`src/hdl/rsa_defines.svh`:
```
// Behaviour
// - prescaler code 00 gives modulus 4, 01 gives 8, 10 and 11 give 16
// - integer-mode bit forces integer-only modulation; host then avoids frequency modulation
// - pump tri-state bit at 1 floats both charge pumps, 0 runs them
// - dither bit 0 turns modulator dithering off, 1 turns it on
// - lock window codes 00/11 give 1 cycle, 01 two, 10 three
// - speedup enable applies boost current and speedup count, otherwise both ignored
// - boost pump turns off after count phase-detector periods; host never writes 0
// - every carrier shift write recomputes integer and numerator fed to the modulator
// - gain hold at 1 freezes both stage gains while the loop runs
// - loop lowers gain above upper threshold, raises it below lower threshold
// - lower threshold codes map to -8,-6,-4,-2,0,1,2,3 dB
// - calibration starts on a rising bit edge, lasts 1.3 ms, then clears itself
// - burst tracking uses the fastest step period while outside the threshold window
// - step period code sets how fast each stage gain moves one step
// - first stage step is 1 dB when bit is 0, 2 dB when 1
// - filter width code selects F0 with top bit set, else F1 to F4
// - a pending numerator takes effect only when the integer register is written
// - the numerator is a signed two's-complement value
`ifndef RSA_DEFINES_SVH
`define RSA_DEFINES_SVH

`define RSA_IDX_NUMERATOR 5'h01
`define RSA_IDX_WHOLE     5'h02
`define RSA_IDX_DIVIDER   5'h03
`define RSA_IDX_SPEEDUP   5'h04
`define RSA_IDX_SQUELCH   5'h05
`define RSA_IDX_SHIFT     5'h06
`define RSA_IDX_GAINLOOP  5'h07

`define RSA_RST_NUMERATOR 18'h00000
`define RSA_RST_WHOLE     18'h00000
`define RSA_RST_DIVIDER   18'h00080
`define RSA_RST_SPEEDUP   18'h01000
`define RSA_RST_SQUELCH   18'h00000
`define RSA_RST_SHIFT     18'h00000
`define RSA_RST_GAINLOOP  18'h16241

// divider/lock register fields
`define RSA_DIV_INTMODE   16
`define RSA_DIV_HIZ       15
`define RSA_DIV_DITHER    14
`define RSA_DIV_LDW_HI    13
`define RSA_DIV_LDW_LO    12
`define RSA_DIV_PRE_HI    9
`define RSA_DIV_PRE_LO    8
// speedup register fields
`define RSA_SPD_EN        16
`define RSA_SPD_CUR_HI    15
`define RSA_SPD_CUR_LO    13
`define RSA_SPD_CNT_HI    12
// gain loop register fields
`define RSA_GL_HOLD       17
`define RSA_GL_UPPER_HI   16
`define RSA_GL_UPPER_LO   14
`define RSA_GL_LOWER_HI   13
`define RSA_GL_LOWER_LO   11
`define RSA_GL_CAL        10
`define RSA_GL_BURST      9
`define RSA_GL_PERIOD_HI  8
`define RSA_GL_PERIOD_LO  7
`define RSA_GL_STEP2      6
`define RSA_GL_DISABLE    5
`define RSA_GL_BW_HI      4
`define RSA_GL_BW_LO      2

`define RSA_CLK_MHZ       50
`define RSA_CAL_TIME_US   1300
`define RSA_SWEEP_US_0    600
`define RSA_SWEEP_US_1    67000
`define RSA_SWEEP_US_2    134000
`define RSA_SWEEP_US_3    267000
`define RSA_SWEEP_STEPS   64

`define RSA_RESP_OKAY     2'h0
`define RSA_RESP_SLVERR   2'h2

`endif

```
`src/hdl/rsa_pkg.sv`:
```
package rsa_pkg;

	typedef struct packed {
		logic [4:0]  prescaler_modulus;
		logic        whole_number_mode;
		logic        pump_tristate;
		logic        modulator_noise_spread;
		logic [1:0]  lock_window_cycles;
		logic        lock_detect_type;
		logic [7:0]  reference_divider;
		logic [14:0] mod_integer;
		logic [17:0] mod_numerator;
		logic        boost_pump_on;
		logic [2:0]  boost_pump_current;
	} rsa_synth_s;

	typedef struct packed {
		logic [5:0]  stage1_gain;
		logic [4:0]  stage2_gain;
		logic [4:0]  upper_threshold_db;
		logic [4:0]  lower_threshold_db;
		logic [4:0]  filter_select;
		logic [1:0]  squelch_threshold_select;
		logic        cal_running;
	} rsa_agc_s;

	typedef struct packed {
		logic        pd_tick;
		logic        s1_high;
		logic        s1_low;
		logic        s2_high;
		logic        s2_low;
	} rsa_sense_s;

endpackage

```
`src/hdl/rsa_ctrl_regs.sv`:
```
// Local design decision: register access over AXI4-Lite.
`timescale 1ns/1ns
`include "rsa_defines.svh"

module rsa_ctrl_regs
	import rsa_pkg::*;
#(
	parameter int CAL_CYCLES   = `RSA_CAL_TIME_US * `RSA_CLK_MHZ,
	parameter int STEP_CYC_0   = `RSA_SWEEP_US_0 * `RSA_CLK_MHZ / `RSA_SWEEP_STEPS,
	parameter int STEP_CYC_1   = `RSA_SWEEP_US_1 * `RSA_CLK_MHZ / `RSA_SWEEP_STEPS,
	parameter int STEP_CYC_2   = `RSA_SWEEP_US_2 * `RSA_CLK_MHZ / `RSA_SWEEP_STEPS,
	parameter int STEP_CYC_3   = `RSA_SWEEP_US_3 * `RSA_CLK_MHZ / `RSA_SWEEP_STEPS
)
(
	input  wire logic        aclk,
	input  wire logic        aresetn,
	input  wire logic [7:0]  s_axi_awaddr,
	input  wire logic        s_axi_awvalid,
	output logic             s_axi_awready,
	input  wire logic [31:0] s_axi_wdata,
	input  wire logic [3:0]  s_axi_wstrb,
	input  wire logic        s_axi_wvalid,
	output logic             s_axi_wready,
	output logic [1:0]       s_axi_bresp,
	output logic             s_axi_bvalid,
	input  wire logic        s_axi_bready,
	input  wire logic [7:0]  s_axi_araddr,
	input  wire logic        s_axi_arvalid,
	output logic             s_axi_arready,
	output logic [31:0]      s_axi_rdata,
	output logic [1:0]       s_axi_rresp,
	output logic             s_axi_rvalid,
	input  wire logic        s_axi_rready,
	input  wire rsa_sense_s  sense,
	output rsa_synth_s       synth,
	output rsa_agc_s         agc
);

	typedef struct packed {
		logic        awready;
		logic        wready;
		logic        aw_held;
		logic        w_held;
		logic [4:0]  aw_idx;
		logic        aw_bad;
		logic [31:0] wdata;
		logic [3:0]  wstrb;
		logic        bvalid;
		logic [1:0]  bresp;
		logic        arready;
		logic        rvalid;
		logic [31:0] rdata;
		logic [1:0]  rresp;
		logic [17:0] numerator_pend;
		logic [17:0] numerator_act;
		logic [17:0] whole;
		logic [17:0] divider;
		logic [17:0] speedup;
		logic [17:0] squelch;
		logic [17:0] shift;
		logic [17:0] gainloop;
		rsa_sense_s  sync1;
		rsa_sense_s  sync2;
		logic        tick_prev;
		logic [12:0] boost_cnt;
		logic [16:0] cal_cnt;
		logic [19:0] step_cnt;
		rsa_synth_s  synth;
		rsa_agc_s    agc;
	} rsa_state_s;

	rsa_state_s st;
	rsa_state_s next_st;

	function automatic logic [17:0] merge(input logic [17:0] old, input logic [31:0] d,
		input logic [3:0] be);
		logic [17:0] r;
		r = old;
		if (be[0])
			r[7:0] = d[7:0];
		if (be[1])
			r[15:8] = d[15:8];
		if (be[2])
			r[17:16] = d[17:16];
		return r;
	endfunction

	function automatic logic mapped(input logic [7:0] a);
		return a[1:0] == 2'h0 && a[7:2] >= 6'(`RSA_IDX_NUMERATOR)
			&& a[7:2] <= 6'(`RSA_IDX_GAINLOOP);
	endfunction

	function automatic logic [4:0] upper_db(input logic [2:0] c);
		return 5'(signed'({2'h0, c}) - 5'sh05);
	endfunction

	function automatic logic [4:0] lower_db(input logic [2:0] c);
		logic [4:0] r;
		case (c)
			3'h0: r = 5'h18;
			3'h1: r = 5'h1A;
			3'h2: r = 5'h1C;
			3'h3: r = 5'h1E;
			3'h4: r = 5'h00;
			3'h5: r = 5'h01;
			3'h6: r = 5'h02;
			default: r = 5'h03;
		endcase
		return r;
	endfunction

	logic [19:0] step_limit;
	logic [33:0] combined;
	logic        tick_edge;
	logic        s1_out;
	logic        s2_out;
	logic        wr_go;
	logic [17:0] wr_val;
	logic        cal_was;

	always_comb
	begin
		next_st = st;
		step_limit = 20'h00000;
		combined = 34'h000000000;
		wr_val = 18'h00000;
		cal_was = st.gainloop[`RSA_GL_CAL];

		// sense inputs pass two flops before use
		next_st.sync1 = sense;
		next_st.sync2 = st.sync1;
		next_st.tick_prev = st.sync2.pd_tick;
		tick_edge = st.sync2.pd_tick && !st.tick_prev;

		// write address and data taken in either order
		if (s_axi_awvalid && st.awready)
		begin
			next_st.aw_held = 1'b1;
			next_st.awready = 1'b0;
			next_st.aw_idx = s_axi_awaddr[6:2];
			next_st.aw_bad = !mapped(s_axi_awaddr);
		end
		if (s_axi_wvalid && st.wready)
		begin
			next_st.w_held = 1'b1;
			next_st.wready = 1'b0;
			next_st.wdata = s_axi_wdata;
			next_st.wstrb = s_axi_wstrb;
		end
		wr_go = st.aw_held && st.w_held && !st.bvalid;
		if (wr_go)
		begin
			next_st.aw_held = 1'b0;
			next_st.w_held = 1'b0;
			next_st.bvalid = 1'b1;
			next_st.bresp = st.aw_bad ? `RSA_RESP_SLVERR : `RSA_RESP_OKAY;
		end
		if (st.bvalid && s_axi_bready)
		begin
			next_st.bvalid = 1'b0;
			next_st.awready = 1'b1;
			next_st.wready = 1'b1;
		end

		if (wr_go && !st.aw_bad)
		begin
			case (st.aw_idx)
				`RSA_IDX_NUMERATOR:
					next_st.numerator_pend = merge(st.numerator_pend, st.wdata, st.wstrb);
				`RSA_IDX_WHOLE:
				begin
					next_st.whole = merge(st.whole, st.wdata, st.wstrb);
					next_st.numerator_act = st.numerator_pend;
				end
				`RSA_IDX_DIVIDER:
				begin
					wr_val = merge(st.divider, st.wdata, st.wstrb);
					next_st.divider = {1'b0, wr_val[16:0]};
				end
				`RSA_IDX_SPEEDUP:
				begin
					wr_val = merge(st.speedup, st.wdata, st.wstrb);
					next_st.speedup = {1'b0, wr_val[16:0]};
				end
				`RSA_IDX_SQUELCH:
				begin
					wr_val = merge(st.squelch, st.wdata, st.wstrb);
					next_st.squelch = {wr_val[17:16], 16'h0000};
				end
				`RSA_IDX_SHIFT:
					next_st.shift = merge(st.shift, st.wdata, st.wstrb);
				`RSA_IDX_GAINLOOP:
					next_st.gainloop = merge(st.gainloop, st.wdata, st.wstrb);
				default:
					next_st.shift = st.shift;
			endcase
		end

		// read channel
		if (s_axi_arvalid && st.arready)
		begin
			next_st.arready = 1'b0;
			next_st.rvalid = 1'b1;
			next_st.rresp = mapped(s_axi_araddr) ? `RSA_RESP_OKAY : `RSA_RESP_SLVERR;
			case (mapped(s_axi_araddr) ? s_axi_araddr[6:2] : 5'h00)
				`RSA_IDX_NUMERATOR: next_st.rdata = {14'h0000, st.numerator_pend};
				`RSA_IDX_WHOLE:     next_st.rdata = {14'h0000, st.whole};
				`RSA_IDX_DIVIDER:   next_st.rdata = {14'h0000, st.divider};
				`RSA_IDX_SPEEDUP:   next_st.rdata = {14'h0000, st.speedup};
				`RSA_IDX_SQUELCH:   next_st.rdata = {14'h0000, st.squelch};
				`RSA_IDX_SHIFT:     next_st.rdata = {14'h0000, st.shift};
				`RSA_IDX_GAINLOOP:  next_st.rdata = {14'h0000, st.gainloop};
				default:            next_st.rdata = 32'h00000000;
			endcase
		end
		if (st.rvalid && s_axi_rready)
		begin
			next_st.rvalid = 1'b0;
			next_st.arready = 1'b1;
		end

		// modulator values recomputed from integer, signed numerator and signed shift
		combined = {1'b0, next_st.whole[14:0], 18'h00000}
			+ {{16{next_st.numerator_act[17]}}, next_st.numerator_act}
			+ {{16{next_st.shift[17]}}, next_st.shift};
		if (wr_go && !st.aw_bad
			&& (st.aw_idx == `RSA_IDX_SHIFT || st.aw_idx == `RSA_IDX_WHOLE))
		begin
			next_st.synth.mod_integer = combined[32:18];
			next_st.synth.mod_numerator = combined[17:0];
		end

		// synthesizer decode
		case (st.divider[`RSA_DIV_PRE_HI:`RSA_DIV_PRE_LO])
			2'h0:    next_st.synth.prescaler_modulus = 5'h04;
			2'h1:    next_st.synth.prescaler_modulus = 5'h08;
			default: next_st.synth.prescaler_modulus = 5'h10;
		endcase
		next_st.synth.whole_number_mode = st.divider[`RSA_DIV_INTMODE];
		next_st.synth.pump_tristate = st.divider[`RSA_DIV_HIZ];
		next_st.synth.modulator_noise_spread = st.divider[`RSA_DIV_DITHER];
		case (st.divider[`RSA_DIV_LDW_HI:`RSA_DIV_LDW_LO])
			2'h1:    next_st.synth.lock_window_cycles = 2'h2;
			2'h2:    next_st.synth.lock_window_cycles = 2'h3;
			default: next_st.synth.lock_window_cycles = 2'h1;
		endcase
		next_st.synth.lock_detect_type = st.divider[11];
		next_st.synth.reference_divider = st.divider[7:0];

		// speedup: a new channel written with speedup on arms the boost pump
		if (!st.speedup[`RSA_SPD_EN])
			next_st.boost_cnt = 13'h0000;
		else if (wr_go && !st.aw_bad && st.aw_idx == `RSA_IDX_WHOLE)
			next_st.boost_cnt = st.speedup[`RSA_SPD_CNT_HI:0];
		else if (tick_edge && st.boost_cnt != 13'h0000)
			next_st.boost_cnt = st.boost_cnt - 13'h0001;
		next_st.synth.boost_pump_on = next_st.boost_cnt != 13'h0000;
		next_st.synth.boost_pump_current = st.speedup[`RSA_SPD_EN]
			? st.speedup[`RSA_SPD_CUR_HI:`RSA_SPD_CUR_LO] : 3'h0;

		// calibration: rising edge of the bit starts it, completion clears it
		if (!cal_was && next_st.gainloop[`RSA_GL_CAL])
			next_st.cal_cnt = 17'(CAL_CYCLES);
		else if (cal_was && st.cal_cnt != 17'h00000)
		begin
			next_st.gainloop[`RSA_GL_CAL] = 1'b1;
			next_st.cal_cnt = st.cal_cnt - 17'h00001;
			if (st.cal_cnt == 17'h00001)
				next_st.gainloop[`RSA_GL_CAL] = 1'b0;
		end
		else
			next_st.gainloop[`RSA_GL_CAL] = 1'b0;
		next_st.agc.cal_running = next_st.gainloop[`RSA_GL_CAL];

		// gain loop
		s1_out = st.sync2.s1_high || st.sync2.s1_low;
		s2_out = st.sync2.s2_high || st.sync2.s2_low;
		case ((st.gainloop[`RSA_GL_BURST] && (s1_out || s2_out)) ? 2'h0
			: st.gainloop[`RSA_GL_PERIOD_HI:`RSA_GL_PERIOD_LO])
			2'h0:    step_limit = 20'(STEP_CYC_0);
			2'h1:    step_limit = 20'(STEP_CYC_1);
			2'h2:    step_limit = 20'(STEP_CYC_2);
			default: step_limit = 20'(STEP_CYC_3);
		endcase
		if (st.gainloop[`RSA_GL_DISABLE] || st.gainloop[`RSA_GL_HOLD])
			next_st.step_cnt = 20'h00000;
		else if (st.step_cnt + 20'h00001 < step_limit)
			next_st.step_cnt = st.step_cnt + 20'h00001;
		else
		begin
			next_st.step_cnt = 20'h00000;
			if (st.sync2.s1_high)
				next_st.agc.stage1_gain = (st.agc.stage1_gain > {5'h00, st.gainloop[6]})
					? st.agc.stage1_gain - {4'h0, st.gainloop[6], !st.gainloop[6]}
					: 6'h00;
			else if (st.sync2.s1_low)
				next_st.agc.stage1_gain = (st.agc.stage1_gain < 6'(6'h3F - st.gainloop[6]))
					? st.agc.stage1_gain + {4'h0, st.gainloop[6], !st.gainloop[6]}
					: 6'h3F;
			if (st.sync2.s2_high && st.agc.stage2_gain != 5'h00)
				next_st.agc.stage2_gain = st.agc.stage2_gain - 5'h01;
			else if (st.sync2.s2_low && st.agc.stage2_gain != 5'h1F)
				next_st.agc.stage2_gain = st.agc.stage2_gain + 5'h01;
		end
		next_st.agc.upper_threshold_db =
			upper_db(st.gainloop[`RSA_GL_UPPER_HI:`RSA_GL_UPPER_LO]);
		next_st.agc.lower_threshold_db =
			lower_db(st.gainloop[`RSA_GL_LOWER_HI:`RSA_GL_LOWER_LO]);
		if (st.gainloop[`RSA_GL_BW_HI])
			next_st.agc.filter_select = 5'h01;
		else
			next_st.agc.filter_select = 5'(5'h02 << st.gainloop[3:2]);
		next_st.agc.squelch_threshold_select = st.squelch[17:16];
	end

	always_ff @(posedge aclk)
	begin
		if (!aresetn)
		begin
			st <= '0;
			st.awready <= 1'b1;
			st.wready <= 1'b1;
			st.arready <= 1'b1;
			st.numerator_pend <= `RSA_RST_NUMERATOR;
			st.numerator_act <= `RSA_RST_NUMERATOR;
			st.whole <= `RSA_RST_WHOLE;
			st.divider <= `RSA_RST_DIVIDER;
			st.speedup <= `RSA_RST_SPEEDUP;
			st.squelch <= `RSA_RST_SQUELCH;
			st.shift <= `RSA_RST_SHIFT;
			st.gainloop <= `RSA_RST_GAINLOOP;
			st.agc.stage1_gain <= 6'h20;
			st.agc.stage2_gain <= 5'h10;
		end
		else
			st <= next_st;
	end

	assign s_axi_awready = st.awready;
	assign s_axi_wready = st.wready;
	assign s_axi_bvalid = st.bvalid;
	assign s_axi_bresp = st.bresp;
	assign s_axi_arready = st.arready;
	assign s_axi_rvalid = st.rvalid;
	assign s_axi_rdata = st.rdata;
	assign s_axi_rresp = st.rresp;
	assign synth = st.synth;
	assign agc = st.agc;

endmodule

```
`config.mk`:
```
export PLATFORM = sky130hd
export DESIGN_NAME = rsa_ctrl_regs
export DESIGN_NICKNAME = d
export VERILOG_FILES = /design/src/hdl/rsa_pkg.sv /design/src/hdl/rsa_ctrl_regs.sv
export VERILOG_INCLUDE_DIRS = /design/src /design/src/hdl
export SDC_FILE = /design/constraint.sdc
export NUM_CORES = 1
export LEC_CHECK = 0
export BUFFER_PORTS_ARGS = -buffer_cell sky130_fd_sc_hd__buf_4
export CORE_MARGIN = 4
export CORE_UTILIZATION = 64
export DETAILED_ROUTE_END_ITERATION = 8
export PLACE_DENSITY = 0.94
export SETUP_SLACK_MARGIN = 0.5
export SLEW_MARGIN = 20
export SYNTH_ARGS = -nofsm -noshare
export SYNTH_HDL_FRONTEND = slang
export SYNTH_SLANG_ARGS = --single-unit
```
`constraint.sdc`:
```
create_clock -name aclk -period 12.01 [get_ports aclk]
set_input_delay 1.201 -clock aclk [delete_from_list [all_inputs] [get_ports aclk]]
set_output_delay 1.201 -clock aclk [all_outputs]
set_load 0.005 [all_outputs]
```
==> results list <==
- Yosys warnings: 0
- The pre-antenna-repair detailed-routing pass consisted of 6 iterations.
- Antenna diode count: 0
- The critical path is of the register to register type.
- Number of rows created at floorplan: 59
* Min setup slack post-route: ~6.7 ns
- In this run the worst path has a maximum fanout of 40.
- Buffers placed on the I/O ports in this run total around 160.
- Once the clock tree was built, the setup fixing pass inserted 0 buffers.
* Met2 track demand over resource: 49.5%
- Path class of the lowest-slack min-delay path: register to register
- Util after Layout: 71.4%
- At the worst endpoint, the required time is between 10 and 15 ns.
* Clk Latency, worst-skew pair: 0.53 ns
- Setup repair after global routing left no endpoint under its margin.
- Areal power density over the cells: 124 nW/µm²
- The cell that appears most often on the critical path is sky130_fd_sc_hd__ha_1.
- For this run, the post-layout net count is around 2200.
- The region available for standard cell placement spans approximately 26000 µm².
- Transition time of the tightest slew-check pin: between 1 and 1.5 ns
- Tot Pwr: 2.29 mW
- The number of clock buffers added by TritonCTS is 34.
- Pin count of the biggest net entering global routing: 131
* Crit start category: register
* GR Util met1: 39.7%
* Resized Gates After CTS: 0
* Global routing usage on met3: under 10%
- For the final database, setup skew stands at 0.0328 ns.
- Number of global-route vias before repair: 14300
- Measured against its own limit, the worst slew margin works out to 28.8%.
- Total number of vias: 15000
- The first global-routing pass estimated 73600 µm of wire.
- Worst EP arrival: 5.70 ns
- After clock tree synthesis, the flow added hold-fix buffers numbering 0.
* Area growth, synth to finish: 10.1%
- Cells with a size suffix above 1 make up 13.3% of the layout.
* Max Slew Vio Count: 0
- Maximum capacitance violations: 0
* Delay of the slowest cell on the worst path: 0.74 ns
* Leakage: a little over 8 nW
* Critical Path Slowest Stage Cell: sky130_fd_sc_hd__nand3_2
* Largest delay share family, worst path: simple AND/OR/NAND/NOR gates
- Die boundary height: 170 µm
* Unique cell type count in the Yosys netlist: 80
- Routability-driven placement finished with a final weighted congestion of 0.940.
- The H-tree was split into 2 levels.
* Clock-pin transition on the worst setup and hold timing paths: ~0.070 ns
- Total buffers and inverters traversed by the critical path: 2
- After synthesis, flip-flops and latches occupy 38.1% of the total area.
- Dividing the detail-routed wire length by the instance count gives 19.5 µm.
* Number of synthesized flops with an enable pin: 0
- Floorplan die area: between 20000 and 30000 µm²
- Number of setup violations in the final report: 0
* Per-instance average area after synthesis: 8.45 µm²
* Area fraction of the dominant cell type after synthesis: 38.1%
- Final worst-path cycle share: roughly 44%
- GRT Total Usage: 30.7%
- I/O pin total: 190
- Number of sinks on the clock net: around 320
- The run finished with clean final reports.
- The tree is rooted in a sky130_fd_sc_hd__clkbuf_16.
- The initial utilization of the core area, before any placement, comes to between 60% and 70%.
- The total count of hold-check failures in the final report came to 0.
- Dominant synthesized flop cell: sky130_fd_sc_hd__dfxtp_1
- The global routing stage identified its most utilized layer as met2.
- Traced cell by cell, the critical path runs through nor4bb_1 -> buf_4 -> nand3_2 -> mux2i_4 -> inv_1 -> ha_1 -> ha_1 -> a21o_1 -> a21oi_1 -> o21bai_1 -> or3_1 -> a211oi_1 -> o31ai_1 -> xnor2_1 -> o21ai_1.
- Largest vdd supply drop: 0.109 mV
- Sorting the synthesized cells by area gives the leading types as sky130_fd_sc_hd__dfxtp_1 38%, sky130_fd_sc_hd__ha_1 6.9%, sky130_fd_sc_hd__nand2_1 6.8%, sky130_fd_sc_hd__buf_4 5.4%, sky130_fd_sc_hd__a21oi_1 4.8%.
- The mapped netlist covers approximately 17000 µm².
* Post-placement setup slack: 6.93 ns
- The clock passes through at most 3 buffers.
- After synthesis the netlist holds a flip-flop and latch count of between 300 and 400.
- The first routing iteration left 1880 violations.
* Maximum operating frequency: between 150 and 200 MHz
- The die is around 170 µm wide.
- Via density per instance: 6.35
- Global route overflow: 0
- Number of DRC violations after detailed routing: 0
* Setup TNS after final layout: 0 ns
* Clock tree from TritonCTS: yes
- Final HPWL from detailed placement: around 31000 µm
- The number of antenna violations at the first check in global routing came to 0.
- Final worst path period need: 5.30 ns
* Worst setup EP type: register
* Final wirelength: 46200 µm
- The synthesized design spends more area on one cell type than any other, namely sky130_fd_sc_hd__dfxtp_1.
* Syn Inst Count: 1994
- Antenna Violating Nets Remaining: 0
* Asr flop ratio synth: 0%
kinds of logic after synthesis:
kind of cell	count (synthesis)	share of synthesized area [%]
other	1	0.0223
AOI/OAI and AO/OA	400	15.3
muxes	77	4.88
buffers and inverters	262	8.59
DFF	321	38.1
adders and majority gates	100	7.62
xor gates and xnor gates	77	4.05
and+or+nand+nor	756	21.4
cell usage after synthesis (25+ instances only):
master                     instances
sky130_fd_sc_hd__buf_4           122
sky130_fd_sc_hd__and2_1           83
sky130_fd_sc_hd__nand3_1          87
sky130_fd_sc_hd__o21ai_0          40
sky130_fd_sc_hd__nand2_1         303
sky130_fd_sc_hd__mux2i_1          54
sky130_fd_sc_hd__inv_1            52
sky130_fd_sc_hd__nor3_1           31
sky130_fd_sc_hd__nor2_1          127
sky130_fd_sc_hd__ha_1             93
sky130_fd_sc_hd__clkbuf_1         72
sky130_fd_sc_hd__o211ai_1         25
sky130_fd_sc_hd__xor2_1           34
sky130_fd_sc_hd__dfxtp_1         321
sky130_fd_sc_hd__a22oi_1          30
sky130_fd_sc_hd__xnor2_1          42
sky130_fd_sc_hd__a21oi_1         160
registers in the layout (all words and copies together) (netlist names):
register,count
s_axi_rvalid,1
s_axi_arready,1
s_axi_wready,1
synth,54
s_axi_rdata,18
s_axi_awready,1
agc,26
s_axi_rresp,1
s_axi_bvalid,1
st,195
cal_was,1
next_st,20
s_axi_bresp,1
power by group:
part	switching, mW	internal (mW)	total (mW)
logic	0.0601	0.0345	0.0946
clock network	0.446	0.658	1.10
registers	0.0194	1.08	1.10
total	0.525	1.77	2.29
area by class of cell:
cell class / instances / area, µm²
multi-input combinational: 1430 / 9060
clock inverter: 15 / 214
fill: 1772 / 7430
timing repair buffer: 169 / 1270
sequential: 321 / 6430
clock buffer: 46 / 967
inverter: 52 / 200
tap: 335 / 419
layout by cell type (no fill, tap or decap), types with 9 or more instances in the layout:
cell type	instances
sky130_fd_sc_hd__o21ai_1	17
sky130_fd_sc_hd__a222oi_1	15
sky130_fd_sc_hd__a21oi_1	160
sky130_fd_sc_hd__conb_1	20
sky130_fd_sc_hd__nand2_1	303
sky130_fd_sc_hd__ha_1	93
sky130_fd_sc_hd__mux2i_1	54
sky130_fd_sc_hd__and3_1	21
sky130_fd_sc_hd__nor3_1	29
sky130_fd_sc_hd__clkbuf_16	35
sky130_fd_sc_hd__nor4_1	12
sky130_fd_sc_hd__o211ai_1	25
sky130_fd_sc_hd__o21ai_0	40
sky130_fd_sc_hd__and2_1	83
sky130_fd_sc_hd__dfxtp_1	321
sky130_fd_sc_hd__o21bai_1	16
sky130_fd_sc_hd__nand4_1	13
sky130_fd_sc_hd__a21o_1	18
sky130_fd_sc_hd__nor2b_1	22
sky130_fd_sc_hd__or3_1	14
sky130_fd_sc_hd__mux2_2	21
sky130_fd_sc_hd__nand2b_1	9
sky130_fd_sc_hd__inv_1	51
sky130_fd_sc_hd__nor2_1	126
sky130_fd_sc_hd__xor2_1	34
sky130_fd_sc_hd__xnor2_1	42
sky130_fd_sc_hd__a211oi_1	17
sky130_fd_sc_hd__nand3_1	87
sky130_fd_sc_hd__buf_4	169
sky130_fd_sc_hd__a22oi_1	30
metrics by stage:
stage	hold slack, ns	std cells	area (µm²)
3_3_place_gp	0.418	2307	17400
3_5_place_dp	0.419	2307	17400
2_1_floorplan	0.412	2013	16900
4_1_cts	0.434	2368	18600
6_report	0.433	2368	18600
5_1_grt	0.441	2368	18600
routing by layer:
metal | vias to the layer above | wire (µm) | share of wire (%)
met5 | - | 0 | 0
met4 | 0 | 1810 | 3.9
met3 | 186 | 5680 | 12
met2 | 962 | 21000 | 45
met1 | 7048 | 17700 | 38
li1 | 6852 | - | -
final timing paths:
path,start,end,cells past startpoint,slack [ns]
max,st[371],synth[35],15,6.71
min,next_st[139],st[139],1,0.43
max reg2reg,st[371],synth[35],15,6.71
min reg2reg,next_st[139],st[139],1,0.43
No activity file was read; power rests on OpenSTA's default activity.
